File: src/rtl/fsp_pkg.sv
package fsp_pkg;

    // ****************************************************************
    // Register map of the serial port.
    // ****************************************************************
    localparam logic [6:0] ADDR_SURFACE_QUALITY = 7'h05;
    localparam logic [6:0] ADDR_EXPOSURE_HIGH = 7'h06;
    localparam logic [6:0] ADDR_EXPOSURE_LOW = 7'h07;
    localparam logic [6:0] ADDR_BRIGHTEST_PIXEL = 7'h08;
    localparam logic [6:0] ADDR_FRAME_BRIGHTNESS_SUM = 7'h09;
    localparam logic [6:0] ADDR_DARKEST_PIXEL = 7'h0a;
    localparam logic [6:0] ADDR_FRAME_DUMP_PORT = 7'h0b;

    // ****************************************************************
    // Serial frame layout.
    // ****************************************************************
    localparam int WRITE_FLAG_BIT = 7;
    localparam logic [2:0] LAST_BIT_INDEX = 3'h7;

    // ****************************************************************
    // Statistic limits and reset values.
    // ****************************************************************
    localparam logic [7:0] QUALITY_LIMIT = 8'ha7;
    localparam logic [7:0] EXTREME_LIMIT = 8'hfe;
    localparam logic [7:0] SUM_LIMIT = 8'hf0;
    localparam int SUM_SHIFT = 9;
    localparam logic [7:0] MIN_START = 8'hff;
    localparam logic [7:0] STAT_RESET = 8'h00;

    // ****************************************************************
    // Pixel dump pointer.
    // ****************************************************************
    localparam logic [8:0] LAST_PIXEL = 9'h1e3;
    localparam logic [8:0] FIRST_PIXEL = 9'h000;

    // ****************************************************************
    // Exposure control loop.
    // ****************************************************************
    localparam logic [15:0] EXPOSURE_RESET = 16'h0100;
    localparam logic [15:0] EXPOSURE_STEP = 16'h0010;
    localparam logic [15:0] EXPOSURE_MIN = 16'h0010;
    localparam logic [15:0] EXPOSURE_MAX = 16'hffe0;
    localparam logic [7:0] BRIGHT_HIGH = 8'hf0;
    localparam logic [7:0] SUM_HIGH = 8'ha0;
    localparam logic [7:0] SUM_LOW = 8'h40;

    // Pixel stream from the image acquisition logic.
    typedef struct packed {
        logic pix_valid;
        logic [8:0] pix_index;
        logic [7:0] pix_value;
        logic frame_end;
        logic [8:0] feature_count;
    } fsp_frame_t;

    // Serial port phase.
    typedef enum logic [1:0] {
        SP_ADDR,
        SP_DATA_WR,
        SP_DATA_RD
    } fsp_phase_t;

endpackage

File: src/rtl/fsp_frame_stats.sv
`timescale 1ns/10ps

// Function
// - Quality is upper eight of nine-bit count.
// - Quality recomputed from features every frame.
// - Quality register never exceeds 167.
// - Exposure sixteen bits, high and low bytes.
// - Exposure auto-adjusts from brightness each frame.
// - Brightest pixel 0 to 254, per frame.
// - Darkest pixel 0 to 254, per frame.
// - Sum register is frame sum divided 512.
// - Sum register kept between 0 and 240.
// - Dump delivers one pixel per frame.
// - Writing dump register resets pointer to zero.
// - Ready flag set only with valid byte.
// - Each dump read of a ready byte advances the pointer.
// - After full frame pointer wraps, first flag set.
// - Dump register write sets first flag.
// - Pointer covers pixels 0 through 483.
module fsp_frame_stats (
    input wire logic CLK,
    input wire logic NRST,
    input wire logic NCS_N,
    input wire logic SCLK,
    input wire logic MOSI,
    output logic MISO,
    output logic MISO_OE,
    input wire fsp_pkg::fsp_frame_t FRAME,
    output logic [15:0] EXPOSURE,
    output logic DUMP_BYTE_READY,
    output logic DUMP_FRAME_START
);

    // ****************************************************************
    // Helpers.
    // ****************************************************************

    // Saturate a statistic at its register ceiling.
    function automatic logic [7:0] clamp8(input logic [7:0] value, input logic [7:0] limit);
        clamp8 = (value > limit) ? limit : value;
    endfunction

    // ****************************************************************
    // Serial pin synchronisers.
    // ****************************************************************
    logic [2:0] sclk_ff;
    logic [1:0] mosi_ff;
    logic [1:0] ncs_ff;

    // The pins come from the controller's clock, so each passes two flops first.
    always_ff @(posedge CLK or negedge NRST) begin
        if (!NRST) begin
            sclk_ff <= 3'h7;
            mosi_ff <= 2'h0;
            ncs_ff <= 2'h3;
        end else begin
            sclk_ff <= {sclk_ff[1:0], SCLK};
            mosi_ff <= {mosi_ff[0], MOSI};
            ncs_ff <= {ncs_ff[0], NCS_N};
        end
    end

    wire logic sclk_rise = sclk_ff[1] & ~sclk_ff[2];
    wire logic sclk_fall = ~sclk_ff[1] & sclk_ff[2];
    wire logic selected = ~ncs_ff[1];
    wire logic mosi_bit = mosi_ff[1];

    // ****************************************************************
    // Serial port: address byte, then one data byte in or out.
    // ****************************************************************
    fsp_pkg::fsp_phase_t phase_ff;
    logic [2:0] bit_cnt_ff;
    logic [6:0] shift_in_ff;
    logic [6:0] addr_ff;
    logic [7:0] shift_out_ff;

    wire logic byte_done = selected & sclk_rise & (bit_cnt_ff == fsp_pkg::LAST_BIT_INDEX);
    wire logic [7:0] byte_in = {shift_in_ff, mosi_bit};
    wire logic addr_done = byte_done & (phase_ff == fsp_pkg::SP_ADDR);
    wire logic rd_start = addr_done & ~byte_in[fsp_pkg::WRITE_FLAG_BIT];
    wire logic wr_done = byte_done & (phase_ff == fsp_pkg::SP_DATA_WR);
    wire logic [6:0] rd_addr = byte_in[6:0];
    wire logic rd_dump = rd_start & (rd_addr == fsp_pkg::ADDR_FRAME_DUMP_PORT);
    wire logic rd_exp_high = rd_start & (rd_addr == fsp_pkg::ADDR_EXPOSURE_HIGH);
    wire logic wr_dump = wr_done & (addr_ff == fsp_pkg::ADDR_FRAME_DUMP_PORT);

    logic [7:0] surface_quality_ff;
    logic [7:0] brightest_pixel_ff;
    logic [7:0] darkest_pixel_ff;
    logic [7:0] frame_brightness_sum_ff;
    logic [7:0] dump_byte_ff;
    logic [7:0] exp_low_snap_ff;
    logic [15:0] exposure_ff;
    logic [7:0] rd_data;

    // Register read decode; unmapped addresses answer zero.
    always_comb begin
        unique case (rd_addr)
            fsp_pkg::ADDR_SURFACE_QUALITY: rd_data = surface_quality_ff;
            fsp_pkg::ADDR_EXPOSURE_HIGH: rd_data = exposure_ff[15:8];
            fsp_pkg::ADDR_EXPOSURE_LOW: rd_data = exp_low_snap_ff;
            fsp_pkg::ADDR_BRIGHTEST_PIXEL: rd_data = brightest_pixel_ff;
            fsp_pkg::ADDR_FRAME_BRIGHTNESS_SUM: rd_data = frame_brightness_sum_ff;
            fsp_pkg::ADDR_DARKEST_PIXEL: rd_data = darkest_pixel_ff;
            fsp_pkg::ADDR_FRAME_DUMP_PORT: rd_data = dump_byte_ff;
            default: rd_data = 8'h00;
        endcase
    end

    // Bits are sampled on the rising serial edge and shifted out on the falling one.
    always_ff @(posedge CLK or negedge NRST) begin
        if (!NRST) begin
            phase_ff <= fsp_pkg::SP_ADDR;
            bit_cnt_ff <= 3'h0;
            shift_in_ff <= 7'h00;
            addr_ff <= 7'h00;
            shift_out_ff <= 8'h00;
        end else if (!selected) begin
            phase_ff <= fsp_pkg::SP_ADDR;
            bit_cnt_ff <= 3'h0;
        end else begin
            if (sclk_rise) begin
                shift_in_ff <= byte_in[6:0];
                bit_cnt_ff <= bit_cnt_ff + 3'h1;
            end
            if (addr_done) begin
                addr_ff <= rd_addr;
                phase_ff <= byte_in[fsp_pkg::WRITE_FLAG_BIT] ? fsp_pkg::SP_DATA_WR
                                                              : fsp_pkg::SP_DATA_RD;
            end else if (byte_done) begin
                phase_ff <= fsp_pkg::SP_ADDR;
            end
            if (rd_start) begin
                shift_out_ff <= rd_data;
            end else if (sclk_fall && phase_ff == fsp_pkg::SP_DATA_RD) begin
                shift_out_ff <= {shift_out_ff[6:0], 1'b0};
            end
        end
    end

    // The output is released whenever the controller deselects the sensor.
    assign MISO = shift_out_ff[7];
    assign MISO_OE = selected;

    // ****************************************************************
    // Frame statistics.
    // ****************************************************************
    logic [7:0] acc_max_ff;
    logic [7:0] acc_min_ff;
    logic [16:0] acc_sum_ff;

    wire logic [7:0] nxt_brightest = clamp8(acc_max_ff, fsp_pkg::EXTREME_LIMIT);
    wire logic [7:0] nxt_darkest = clamp8(acc_min_ff, fsp_pkg::EXTREME_LIMIT);
    wire logic [7:0] nxt_sum = clamp8(acc_sum_ff[16:fsp_pkg::SUM_SHIFT], fsp_pkg::SUM_LIMIT);
    wire logic [7:0] nxt_quality = clamp8(FRAME.feature_count[8:1], fsp_pkg::QUALITY_LIMIT);

    // Accumulators restart at every frame end; a pixel must not share that cycle.
    always_ff @(posedge CLK or negedge NRST) begin
        if (!NRST) begin
            acc_max_ff <= fsp_pkg::STAT_RESET;
            acc_min_ff <= fsp_pkg::MIN_START;
            acc_sum_ff <= 17'h00000;
        end else if (FRAME.frame_end) begin
            acc_max_ff <= fsp_pkg::STAT_RESET;
            acc_min_ff <= fsp_pkg::MIN_START;
            acc_sum_ff <= 17'h00000;
        end else if (FRAME.pix_valid) begin
            if (FRAME.pix_value > acc_max_ff) acc_max_ff <= FRAME.pix_value;
            if (FRAME.pix_value < acc_min_ff) acc_min_ff <= FRAME.pix_value;
            acc_sum_ff <= acc_sum_ff + {9'h000, FRAME.pix_value};
        end
    end

    // Published values change only at a frame boundary, so reads see one frame.
    always_ff @(posedge CLK or negedge NRST) begin
        if (!NRST) begin
            surface_quality_ff <= fsp_pkg::STAT_RESET;
            brightest_pixel_ff <= fsp_pkg::STAT_RESET;
            darkest_pixel_ff <= fsp_pkg::STAT_RESET;
            frame_brightness_sum_ff <= fsp_pkg::STAT_RESET;
        end else if (FRAME.frame_end) begin
            surface_quality_ff <= nxt_quality;
            brightest_pixel_ff <= nxt_brightest;
            darkest_pixel_ff <= nxt_darkest;
            frame_brightness_sum_ff <= nxt_sum;
        end
    end

    // ****************************************************************
    // Exposure control and the coherent byte pair.
    // ****************************************************************
    wire logic too_bright = (nxt_brightest > fsp_pkg::BRIGHT_HIGH) | (nxt_sum > fsp_pkg::SUM_HIGH);
    wire logic too_dark = nxt_sum < fsp_pkg::SUM_LOW;

    // A simple bang-bang loop: slow, but it cannot oscillate faster than a frame.
    always_ff @(posedge CLK or negedge NRST) begin
        if (!NRST) begin
            exposure_ff <= fsp_pkg::EXPOSURE_RESET;
        end else if (FRAME.frame_end) begin
            if (too_bright && exposure_ff > fsp_pkg::EXPOSURE_MIN) begin
                exposure_ff <= exposure_ff - fsp_pkg::EXPOSURE_STEP;
            end else if (too_dark && !too_bright && exposure_ff < fsp_pkg::EXPOSURE_MAX) begin
                exposure_ff <= exposure_ff + fsp_pkg::EXPOSURE_STEP;
            end
        end
    end

    // Reading the high byte freezes the low byte, so the pair belongs together.
    always_ff @(posedge CLK or negedge NRST) begin
        if (!NRST) begin
            exp_low_snap_ff <= 8'h00;
        end else if (rd_exp_high) begin
            exp_low_snap_ff <= exposure_ff[7:0];
        end
    end

    assign EXPOSURE = exposure_ff;

    // ****************************************************************
    // Pixel dump.
    // ****************************************************************
    logic [8:0] dump_ptr_ff;
    logic dump_active_ff;
    logic dump_grabbed_ff;
    logic dump_ready_ff;
    logic dump_first_ff;

    wire logic grab_hit = FRAME.pix_valid & dump_active_ff & ~dump_ready_ff & ~dump_grabbed_ff
                          & (FRAME.pix_index == dump_ptr_ff);
    wire logic dump_taken = rd_dump & dump_ready_ff;
    wire logic ptr_at_end = dump_ptr_ff == fsp_pkg::LAST_PIXEL;

    // A write restarts the walk; the byte is offered at the end of the frame it came from.
    always_ff @(posedge CLK or negedge NRST) begin
        if (!NRST) begin
            dump_ptr_ff <= fsp_pkg::FIRST_PIXEL;
            dump_active_ff <= 1'b0;
            dump_grabbed_ff <= 1'b0;
            dump_ready_ff <= 1'b0;
            dump_first_ff <= 1'b0;
            dump_byte_ff <= 8'h00;
        end else if (wr_dump) begin
            dump_ptr_ff <= fsp_pkg::FIRST_PIXEL;
            dump_first_ff <= 1'b1;
            dump_active_ff <= 1'b1;
            dump_grabbed_ff <= 1'b0;
            dump_ready_ff <= 1'b0;
        end else begin
            if (grab_hit) begin
                dump_byte_ff <= FRAME.pix_value;
                dump_grabbed_ff <= 1'b1;
            end else if (FRAME.frame_end && dump_grabbed_ff) begin
                dump_ready_ff <= 1'b1;
                dump_grabbed_ff <= 1'b0;
            end
            if (dump_taken) begin
                dump_ready_ff <= 1'b0;
                if (ptr_at_end) begin
                    dump_ptr_ff <= fsp_pkg::FIRST_PIXEL;
                    dump_first_ff <= 1'b1;
                end else begin
                    dump_ptr_ff <= dump_ptr_ff + 9'h001;
                    dump_first_ff <= 1'b0;
                end
            end
        end
    end

    assign DUMP_BYTE_READY = dump_ready_ff;
    assign DUMP_FRAME_START = dump_first_ff;
endmodule

File: config.mk
export PLATFORM = sky130hd
export DESIGN_NAME = fsp_frame_stats
export DESIGN_NICKNAME = d
export VERILOG_FILES = /design/src/rtl/fsp_pkg.sv /design/src/rtl/fsp_frame_stats.sv
export SDC_FILE = /design/constraint.sdc
export NUM_CORES = 1
export LEC_CHECK = 0
export ABC_AREA = 1
export BUFFER_PORTS_ARGS = -buffer_cell sky130_fd_sc_hd__buf_4
export CAP_MARGIN = 20
export CORE_ASPECT_RATIO = 1.75
export CORE_MARGIN = 4
export CORE_UTILIZATION = 35
export DETAILED_ROUTE_END_ITERATION = 6
export GPL_TIMING_DRIVEN = 0
export MAX_ROUTING_LAYER = met4
export PLACE_DENSITY_LB_ADDON = 0.3
export SLEW_MARGIN = 40
export SYNTH_ARGS = -nofsm -noshare
export SYNTH_HDL_FRONTEND = slang
export SYNTH_SLANG_ARGS = --single-unit
File: constraint.sdc
create_clock -name CLK -period 1.9 [get_ports CLK]
set_input_delay 0.19 -clock CLK [delete_from_list [all_inputs] [get_ports CLK]]
set_output_delay 0.19 -clock CLK [all_outputs]
set_load 0.1 [all_outputs]
==> results.yml, run 1 <==
synthesis:
  synthAdderAreaFrac_pct: 4.82
  synth.yosys.seq_area_share_pct: 43.1
  synth-edff-count: 0
  avgSynthCellArea_um2: 7.47
  synth_top_flop_cell: "dfrtp_1"
  synth-seq-cells: 136
  synth_warnings: 0
  synth_mux_area_share_pct: 0
  synth_compound_area_share_pct: 9.74
  synth_cell_types: 45
  synth-xor-area-share_pct: 2.65
  synthArstFlopShare_pct: 100
  synthSimpleGateAreaFrac_pct: 31.9
  synth_top_family_by_area: "simple AND/OR/NAND/NOR gates"
  netlist_instances: 1063
  syn_area_um2: 7940
clock_tree:
  cts_max_path_buffers: 2
  clkTransAtPathRegs_ps: 70
  htreeDepth: 4
  cts_made_buffers: 17
  clock_sinks: 136
  ctsRootBufferMaster: "clkbuf_16"
  cts_tree: "done"
  clk_latency_ps: 430
hold_path:
  hold_end: "acc_max_ff[1]"
  min_path_cells: 3
  hp-class: "in -> reg"
  holdCritStartpoint: "FRAME[11]"
global_route:
  grt_max_degree: 73
  grt_overflow_total: 0
  grt_usage_pct: 18.3
  grt_use_met3_pct: 2.51
  grt_busiest_layer: "met2"
  grt_pass1_vias: 7151
  grt_use_met2_pct: 33.9
  grt_pass1_wl_um: 35500
  antenna_found_initial: 0
  use_met1_pct: 18.5
place:
  io_buffers: 45
  place_congestion: 0.923
  place_hpwl_um: 16500
  place_area_um2: 8720
  placedCellCount: 1408
setup_path:
  reg2regPathDepth: 11
  worstSetupPathType: "reg -> reg"
  arrival_ps: 2230
  required_ps: 2260
  endpoint_kind: "register"
  r2r-end: "acc_sum_ff[10]"
  reg2reg_slack_ps: 30
  r2r-start: "acc_sum_ff[0]"
  worstPathMaxFanout: 4
  startpoint_type: "register"
sta:
  grt_setup_unrepaired: "true"
  fin_crit_sh_pct: 98.5
  slew-limit-headroom_pct: 58.0
  hold_violations: 0
  final_max_slew_viol_count: 0
  worst_slew_pin_slew_ps: 630
  fmax_mhz: 534
  clock_skew_ps: 11.1
  timing.hold.ws_ps: 28.3
  min_period_ps: 1870
  setup_viol: 0
status:
  outcome: "finished, final reports clean"
floorplanning:
  num_rows: 72
  ioPinCount: 53
  design.die.area_um2: 25300
  start_util_pct: 35.7
  fp.dieW_um: 122
  die_h_um: 207
  fp.coreArea_um2: 22300
route:
  drt_first_pass_iters: 5
  drc: 0
  ant_nets: 0
  via_per_inst: 4.91
  wl_per_cell_um: 15.1
  routed_wl_um: 21900
  vias: 7144
  drt-initial-drc-count: 360
power_and_ir_drop:
  power_density_nw_per_um2: 939
  finalPower_w: 0.00893
  cellLeakagePower_nw: 4.77
  ir_drop_uv: 528
layout:
  antenna_cells: 0
  syn2layout_area_growth_pct: 19.7
  fillCellCount: 2303
  fin_cells: 1455
  design_area_um2: 9510
  final_common_cell: "nand2_1"
  final_cell_mix: "321 x nand2_1, 111 x dfrtp_1, 97 x nand3_1"
  final_layout_size_suffix_gt1_share_pct: 17.3
  final_nets: 1209
job:
  max_cap_viol_count: 0
cell type report:
| cell class | instances | area [um^2] | area share [%] |
|---|---|---|---|
| well taps | 296 | 370 | 3.89 |
| clock buffers | 20 | 457 | 4.80 |
| repair buffers | 62 | 510 | 5.37 |
| flip-flops and latches | 136 | 3440 | 36.2 |
| multi-input cells | 787 | 4020 | 42.3 |
| inverters | 107 | 409 | 4.30 |
| clock inverters | 12 | 77.6 | 0.816 |
| plain buffers | 35 | 219 | 2.30 |
through the flow:
| step | TNS, ps | utilization, % | worst slack, ps |
|---|---|---|---|
| 2_1_floorplan | 0 | - | 12.0 |
| 5_1_grt | -168 | 42.7 | -58.1 |
| 4_1_cts | 0 | 42.1 | 0.119 |
| 6_report | 0 | 42.7 | 28.9 |
| 3_3_place_gp | -3850 | 39.0 | -270 |
| 3_5_place_dp | -1770 | 39.2 | -166 |
sequential cells by signal, summed over array words and instances (netlist names):
name                     cells
mosi_ff                      2
brightest_pixel_ff           8
surface_quality_ff           8
DUMP_BYTE_READY              1
bit_cnt_ff                   3
shift_in_ff                  7
EXPOSURE                    12
darkest_pixel_ff             8
addr_ff                      7
acc_max_ff                   8
ncs_ff                       2
dump_byte_ff                 8
dump_active_ff               1
dump_ptr_ff                  9
sclk_ff                      3
frame_brightness_sum_ff      8
dump_grabbed_ff              1
DUMP_FRAME_START             1
acc_sum_ff                  17
acc_min_ff                   8
phase_ff                     2
shift_out_ff                 8
exp_low_snap_ff              4
Yosys cell counts (3+ instances only):
cell,instances,share of area [%]
a21oi_1,31,2.0
buf_2,13,0.82
buf_4,10,0.95
buf_6,4,0.57
clkbuf_1,7,0.33
dfrtp_1,122,38
dfstp_2,14,4.6
ha_1,29,4.6
inv_1,98,4.6
inv_2,8,0.38
nand2_1,326,15
nand2_2,7,0.55
nand3_1,100,6.3
nand4_1,21,1.7
nor2_1,98,4.6
nor2_2,5,0.39
nor3_1,11,0.69
o21ai_0,81,5.1
o21ai_1,13,0.82
o21ai_2,4,0.44
o22ai_1,3,0.24
o31ai_1,3,0.28
or2_2,4,0.32
xnor2_1,5,0.55
xor2_1,19,2.1
metal layers:
layer  vias up  part of all wire, %
met1      3344                   38
met4         0                  4.0
met2       147                   56
met5         -                    0
li1       3601                    -
met3        52                  2.8
cells by family after synthesis:
logic type,count (synthesis)
and+or+nand+nor,585
xor gates and xnor gates,24
adders and majority gates,30
buffers and inverters,143
AOI/OAI and AO/OA,144
other,1
DFF,136
worst max path at each step:
stage                     slack (ps)        endpoint  cells past startpoint           from
after floorplan                   10    EXPOSURE[13]                     12    EXPOSURE[8]
after global placement          -270     EXPOSURE[5]                      1           NRST
after detailed placement        -170  acc_sum_ff[10]                     11  acc_sum_ff[0]
after CTS                        0.1    EXPOSURE[13]                     10    EXPOSURE[4]
after global routing             -60  acc_sum_ff[10]                     11  acc_sum_ff[0]
final                             30  acc_sum_ff[10]                     11  acc_sum_ff[0]
report_power, final:
part	switching (W)	internal, W
Sequential	0.000209	0.00320
Clock	0.00132	0.00172
Combinational	0.00171	0.000766
Total	0.00324	0.00569
timing repair:
action | in CTS | in global routing
setup endpoints to repair | 37 | 61
pin swaps | 1 | 7
setup buffers | 1 | 8
hold buffers | 7 | 0
gates resized for setup | 13 | 27
endpoints found under the hold margin | 60 | 0
worst max-delay path: stages, from the launching register on:
cell      delay (ps)
dfrtp_1          350
ha_2             180
inv_2             50
fa_2             340
nand3b_1         220
nand2_2          110
nand3_2           80
nand2_4           90
nand2_2           80
o21ai_1          130
nand2_1           60
nor2_1           100
Note: power is estimated with default switching activity, not from simulation.
==> run 2, diff against run 1 <==
clock period = 2 ns   (was 1.9 ns; I/O delays follow)
==> run 2 against run 1 <==
Effect of this change:
- via count about the same
- global-route usage is 0.23 points lower
- first-iteration DRC count increased by 23%
- register-to-register slack improved by 50 ps
- final cell count shrank 0.21%
- clock power grew 3%
- count of clock-buffer cells in the layout increased by 4
- sequential share of layout area is 0.17 points higher
- routed wire length decreased by 1.9%
- design area fell by 0.55%
==> results.yml, run 2 (synthesized netlist as in run 1, its figures left out) <==
layout:
  syn2layout_area_growth_pct: 19.1
  top_register: "acc_sum_ff"
  fillCellCount: 2297
  final_nets: 1206
  fin_cells: 1452
  final_layout_size_suffix_gt1_share_pct: 15.8
  largest_register_ffs: 17
  final_cell_mix: "322 x nand2_1, 111 x dfrtp_1, 99 x nand3_1"
  final_common_cell: "nand2_1"
  antenna_cells: 0
setup_path:
  worstSetupPathType: "reg -> reg"
  arrival_ps: 2280
  path_cells: "ha_2, inv_2, fa_2, nand3b_1, nand2_2, nand3_2, nand2_2, nand2_1, o21ai_1, nand2_1, nor2_1"
  endpoint_kind: "register"
  startpoint_type: "register"
  required_ps: 2360
  critPathTopFamily: "simple AND/OR/NAND/NOR gates"
  cpPeakStageDelay_ps: 360
  crit_buf_inv: 1
  setup.worst_path.start: "acc_sum_ff[0]"
  worstPathMaxFanout: 4
  crit_path_top_delay_cell: "dfrtp_1"
  r2r-start: "acc_sum_ff[0]"
sta:
  setup_viol: 0
  min_period_ps: 1920
  clock_skew_ps: 6.49
  worst_slew_pin_slew_ps: 638
  fin_ws_ps: 76.5
  fin_crit_sh_pct: 96.2
  slew-limit-headroom_pct: 57.3
  fmax_mhz: 520
  hold_violations: 0
  final_max_slew_viol_count: 0
  grt_setup_unrepaired: "true"
route:
  drt-initial-drc-count: 442
  vias: 7137
  ant_nets: 0
  drc: 0
  wl_per_cell_um: 14.8
  drt_first_pass_iters: 5
  routed_wl_um: 21500
  via_per_inst: 4.92
floorplanning:
  num_rows: 72
  ioPinCount: 53
  start_util_pct: 35.7
  fp.dieW_um: 122
  design.die.area_um2: 25300
  fp.coreArea_um2: 22300
  die_h_um: 207
clock_tree:
  clock_sinks: 136
  htreeDepth: 4
  cts_tree: "done"
  cts_max_path_buffers: 2
  clkTransAtPathRegs_ps: 60
  clk_latency_ps: 430
  ctsRootBufferMaster: "clkbuf_16"
  cts_made_buffers: 17
global_route:
  grt_pass1_wl_um: 35000
  grt_pass1_vias: 7179
  grt_usage_pct: 18.1
  grt_max_degree: 73
  grt_overflow_total: 0
  antenna_found_initial: 0
place:
  io_buffers: 45
  placedCellCount: 1408
  pre_cts_slack_ps: -101
  place_hpwl_um: 16400
  place_congestion: 0.889
job:
  max_cap_viol_count: 0
power_and_ir_drop:
  cellLeakagePower_nw: 4.75
  ir_drop_uv: 416
  power_density_nw_per_um2: 915
hold_path:
  holdCritStartpoint: "FRAME[4]"
  hp-class: "in -> reg"
status:
  outcome: "finished, final reports clean"
==> run 2: metrics by stage <==
stage / power [W] / cell area [um^2] / hold WS (ps) / utilization [%] / setup TNS [ps]
6_report: 0.00865 / 9460 / 21.6 / 42.5 / 0
5_1_grt: 0.00911 / 9460 / 4.00 / 42.5 / -143
4_1_cts: 0.00869 / 9380 / 2.07 / 42.2 / 0
3_5_place_dp: 0.00551 / 8720 / 194 / 39.2 / -150
3_3_place_gp: 0.00548 / 8680 / 308 / 39.0 / -945
2_1_floorplan: 0.00488 / 7970 / -95.6 / - / 0
==> run 2: tightest hold or removal path, delay by kind of cell <==
kind          cells  cell delay (ps)
simple gates      2              130
buf+inv           1               90
==> run 2: repair_timing <==
item,in CTS,in global routing
gates resized for setup,5,14
pin swaps,1,8
setup endpoints to repair,12,39
buffers inserted,2,5
hold buffers,6,0
endpoints found under the hold margin,59,0
==> run 2: report_power, final <==
part	total [W]	leakage [nW]	switching, W	internal (W)
clock network	0.00314	0.276	0.00121	0.00193
logic	0.00228	2.71	0.00158	0.000692
registers	0.00324	1.77	0.000204	0.00303
==> run 2: layout make-up <==
cell class	count	area, um^2	share of cell area (%)
Tap cell	296	370	3.92
Inverter	107	405	4.29
Buffer	35	214	2.26
Clock buffer	24	482	5.09
Multi-Input combinational cell	787	3960	41.9
Sequential cell	136	3440	36.4
Clock inverter	8	97.6	1.03
Timing Repair Buffer	59	485	5.13
==> run 2: routing by layer <==
layer  wire, um  share of wire [%]  global-route usage [%]
met5          0                  0                       -
met3        584                2.7                    2.89
met1       8280                 39                    18.6
met2      11600                 54                    32.2
met4        998                4.6                    9.83
==> run 2: final timing paths <==
| path | endpoint | slack (ps) | cells after the start |
|---|---|---|---|
| setup / recovery | acc_sum_ff[10] | 80 | 11 |
| hold / removal | surface_quality_ff[3] | 20 | 3 |
| setup reg to reg | acc_sum_ff[10] | 80 | 11 |
| hold reg to reg | mosi_ff[1] | 350 | 0 |
| max in group asynchronous | EXPOSURE[4] | 930 | 3 |
| min in group asynchronous | darkest_pixel_ff[1] | 300 | 2 |
==> run 3, diff against run 2 <==
--- a/constraint.sdc
+++ b/constraint.sdc
@@ -3,2 +3,2 @@
 set_output_delay 0.2 -clock CLK [all_outputs]
-set_load 0.1 [all_outputs]
+set_load 0.005 [all_outputs]
==> run 3 against run 2 <==
Effect of this change:
- flip-flop and latch count unchanged
- sequential share of layout area decreased by 0.22 points
- setup slack got worse by 23 ps
- critical path type unchanged
- register-to-register slack got worse by 20 ps
- clock power increased by 4%
- routed wire length increased by 1.7%
- hold slack got worse by 8.0 ps
- highest routed layer unchanged
==> results.yml, run 3 (synthesized netlist as in run 1, its figures left out) <==
place:
  place_hpwl_um: 16600
  placedCellCount: 1408
  place_congestion: 0.912
  place_area_um2: 8700
  io_buffers: 45
status:
  outcome: "finished, final reports clean"
layout:
  final_common_cell: "nand2_1"
  design_area_um2: 9460
  top_register: "acc_sum_ff"
  antenna_cells: 0
  final_layout_size_suffix_gt1_share_pct: 15.4
  largest_register_ffs: 17
  final_nets: 1206
  syn2layout_area_growth_pct: 19.1
  fin_cells: 1452
  final_cell_mix: "322 x nand2_1, 121 x dfrtp_1, 99 x nand3_1"
global_route:
  grt_max_degree: 72
  grt_pass1_wl_um: 35600
  grt_pass1_vias: 7173
  grt_overflow_total: 0
  antenna_found_initial: 0
  grt_usage_pct: 18.4
hold_path:
  hp-class: "in -> reg"
  holdCritStartpoint: "FRAME[4]"
  hold_end: "surface_quality_ff[3]"
  min_path_cells: 3
setup_path:
  arrival_ps: 2270
  worstSetupPathType: "reg -> reg"
  reg2reg_slack_ps: 50
  reg2regPathDepth: 12
  r2r-end: "acc_sum_ff[12]"
  r2r-start: "acc_sum_ff[0]"
  required_ps: 2320
  worstPathMaxFanout: 2
  startpoint_type: "register"
  endpoint_kind: "register"
sta:
  min_period_ps: 1950
  fin_crit_sh_pct: 97.3
  fmax_mhz: 514
  clock_skew_ps: 11.1
  hold_violations: 0
  worst_slew_pin_slew_ps: 650
  final_max_slew_viol_count: 0
  setup_viol: 0
  timing.hold.ws_ps: 13.6
  slew-limit-headroom_pct: 56.6
  grt_setup_unrepaired: "true"
  fin_tns_setup_ps: 0
power_and_ir_drop:
  p_int_w: 0.00572
  switching_share_pct: 31.8
  p_switching_w: 0.00266
  combPwrFrac_pct: 23.0
  p_seq_share_pct: 38.1
  cellLeakagePower_nw: 4.79
  power_density_nw_per_um2: 886
  pwr-share-clk_pct: 38.9
  ir_drop_uv: 454
clock_tree:
  ctsRootBufferMaster: "clkbuf_16"
  cts_max_path_buffers: 2
  cts_made_buffers: 17
  clkTransAtPathRegs_ps: 70
  htreeDepth: 4
  clock_sinks: 136
  cts_tree: "done"
  clk_latency_ps: 430
floorplanning:
  fp.dieW_um: 122
  die_h_um: 207
  start_util_pct: 35.7
  num_rows: 72
  design.die.area_um2: 25300
  fp.coreArea_um2: 22300
  ioPinCount: 53
route:
  routed_wl_um: 21900
  drt-initial-drc-count: 408
  vias: 7198
  ant_nets: 0
  via_per_inst: 4.96
  wl_per_cell_um: 15.1
  drt_first_pass_iters: 7
  drc: 0
job:
  max_cap_viol_count: 0
==> run 3: cell types whose count changed in the layout (fill, tap and decap cells not counted), moves of 2 or more <==
cell,previous run,this run
clkbuf_1,11,7
clkinv_2,3,6
clkinvlp_4,4,2
clkinv_4,0,2
dfrtp_1,111,121
dfrtp_2,10,1
==> run 3: final cells by class <==
cell class | count | area [um^2]
plain buffers | 36 | 219
clock buffers | 19 | 453
clock inverters | 13 | 153
fillers | 2256 | 12800
inverters | 107 | 402
multi-input cells | 787 | 3970
flip-flops and latches | 136 | 3420
well taps | 296 | 370
repair buffers | 58 | 478
==> run 3: worst max path at each step <==
stage,startpoint,end,cells after the start
global placement,EXPOSURE[4],EXPOSURE[14],9
floorplan,acc_sum_ff[0],acc_sum_ff[10],11
detailed placement,EXPOSURE[4],EXPOSURE[7],9
CTS,acc_sum_ff[0],acc_sum_ff[10],11
global route,acc_sum_ff[0],acc_sum_ff[12],12
finish,acc_sum_ff[0],acc_sum_ff[12],12
==> run 3: metal layers <==
| layer | part of all wire, % | vias up | global-route usage [%] | wire, um |
|---|---|---|---|---|
| met5 | 0 | - | - | 0 |
| met4 | 4.1 | 0 | 9.17 | 890 |
| met3 | 3.3 | 54 | 2.59 | 718 |
| met2 | 55 | 167 | 33.3 | 12000 |
| met1 | 38 | 3378 | 19.1 | 8220 |
| li1 | - | 3599 | - | - |
==> run 3: power by group through the flow <==
stage / clock, W / sequential, W / combinational (W)
2_1_floorplan: 0 / 0.00320 / 0.00129
3_3_place_gp: 0 / 0.00324 / 0.00184
3_5_place_dp: 0 / 0.00324 / 0.00187
4_1_cts: 0.00332 / 0.00319 / 0.00190
5_1_grt: 0.00343 / 0.00323 / 0.00218
6_report: 0.00326 / 0.00320 / 0.00192
==> run 3: critical path, cell delays in order, from the launching register on <==
cell      delay, ps
dfrtp_1         350
ha_2            190
inv_2            50
fa_2            350
nand3b_1        220
nand2_2         120
buf_4           100
buf_4           100
nand4_1          90
nand2_1          80
nand2_1          50
nand4_1          70
nand2_1          50
==> run 3: timing repair <==
item                                    in CTS  in global routing
hold endpoints to repair                    58                  0
gates resized for setup                      5                 15
buffers inserted                             1                  5
pin swaps                                    1                  6
endpoints found under the setup margin      26                 42
hold buffers                                 6                  0
==> run 3: per-stage QoR <==
| stage | utilization [%] | setup slack [ps] | power, W |
|---|---|---|---|
| 2_1_floorplan | - | 222 | 0.00449 |
| 3_3_place_gp | 38.9 | -90.5 | 0.00508 |
| 3_5_place_dp | 39.1 | -114 | 0.00511 |
| 4_1_cts | 42.1 | 1.96 | 0.00842 |
| 5_1_grt | 42.5 | -71.6 | 0.00884 |
| 6_report | 42.5 | 53.1 | 0.00838 |
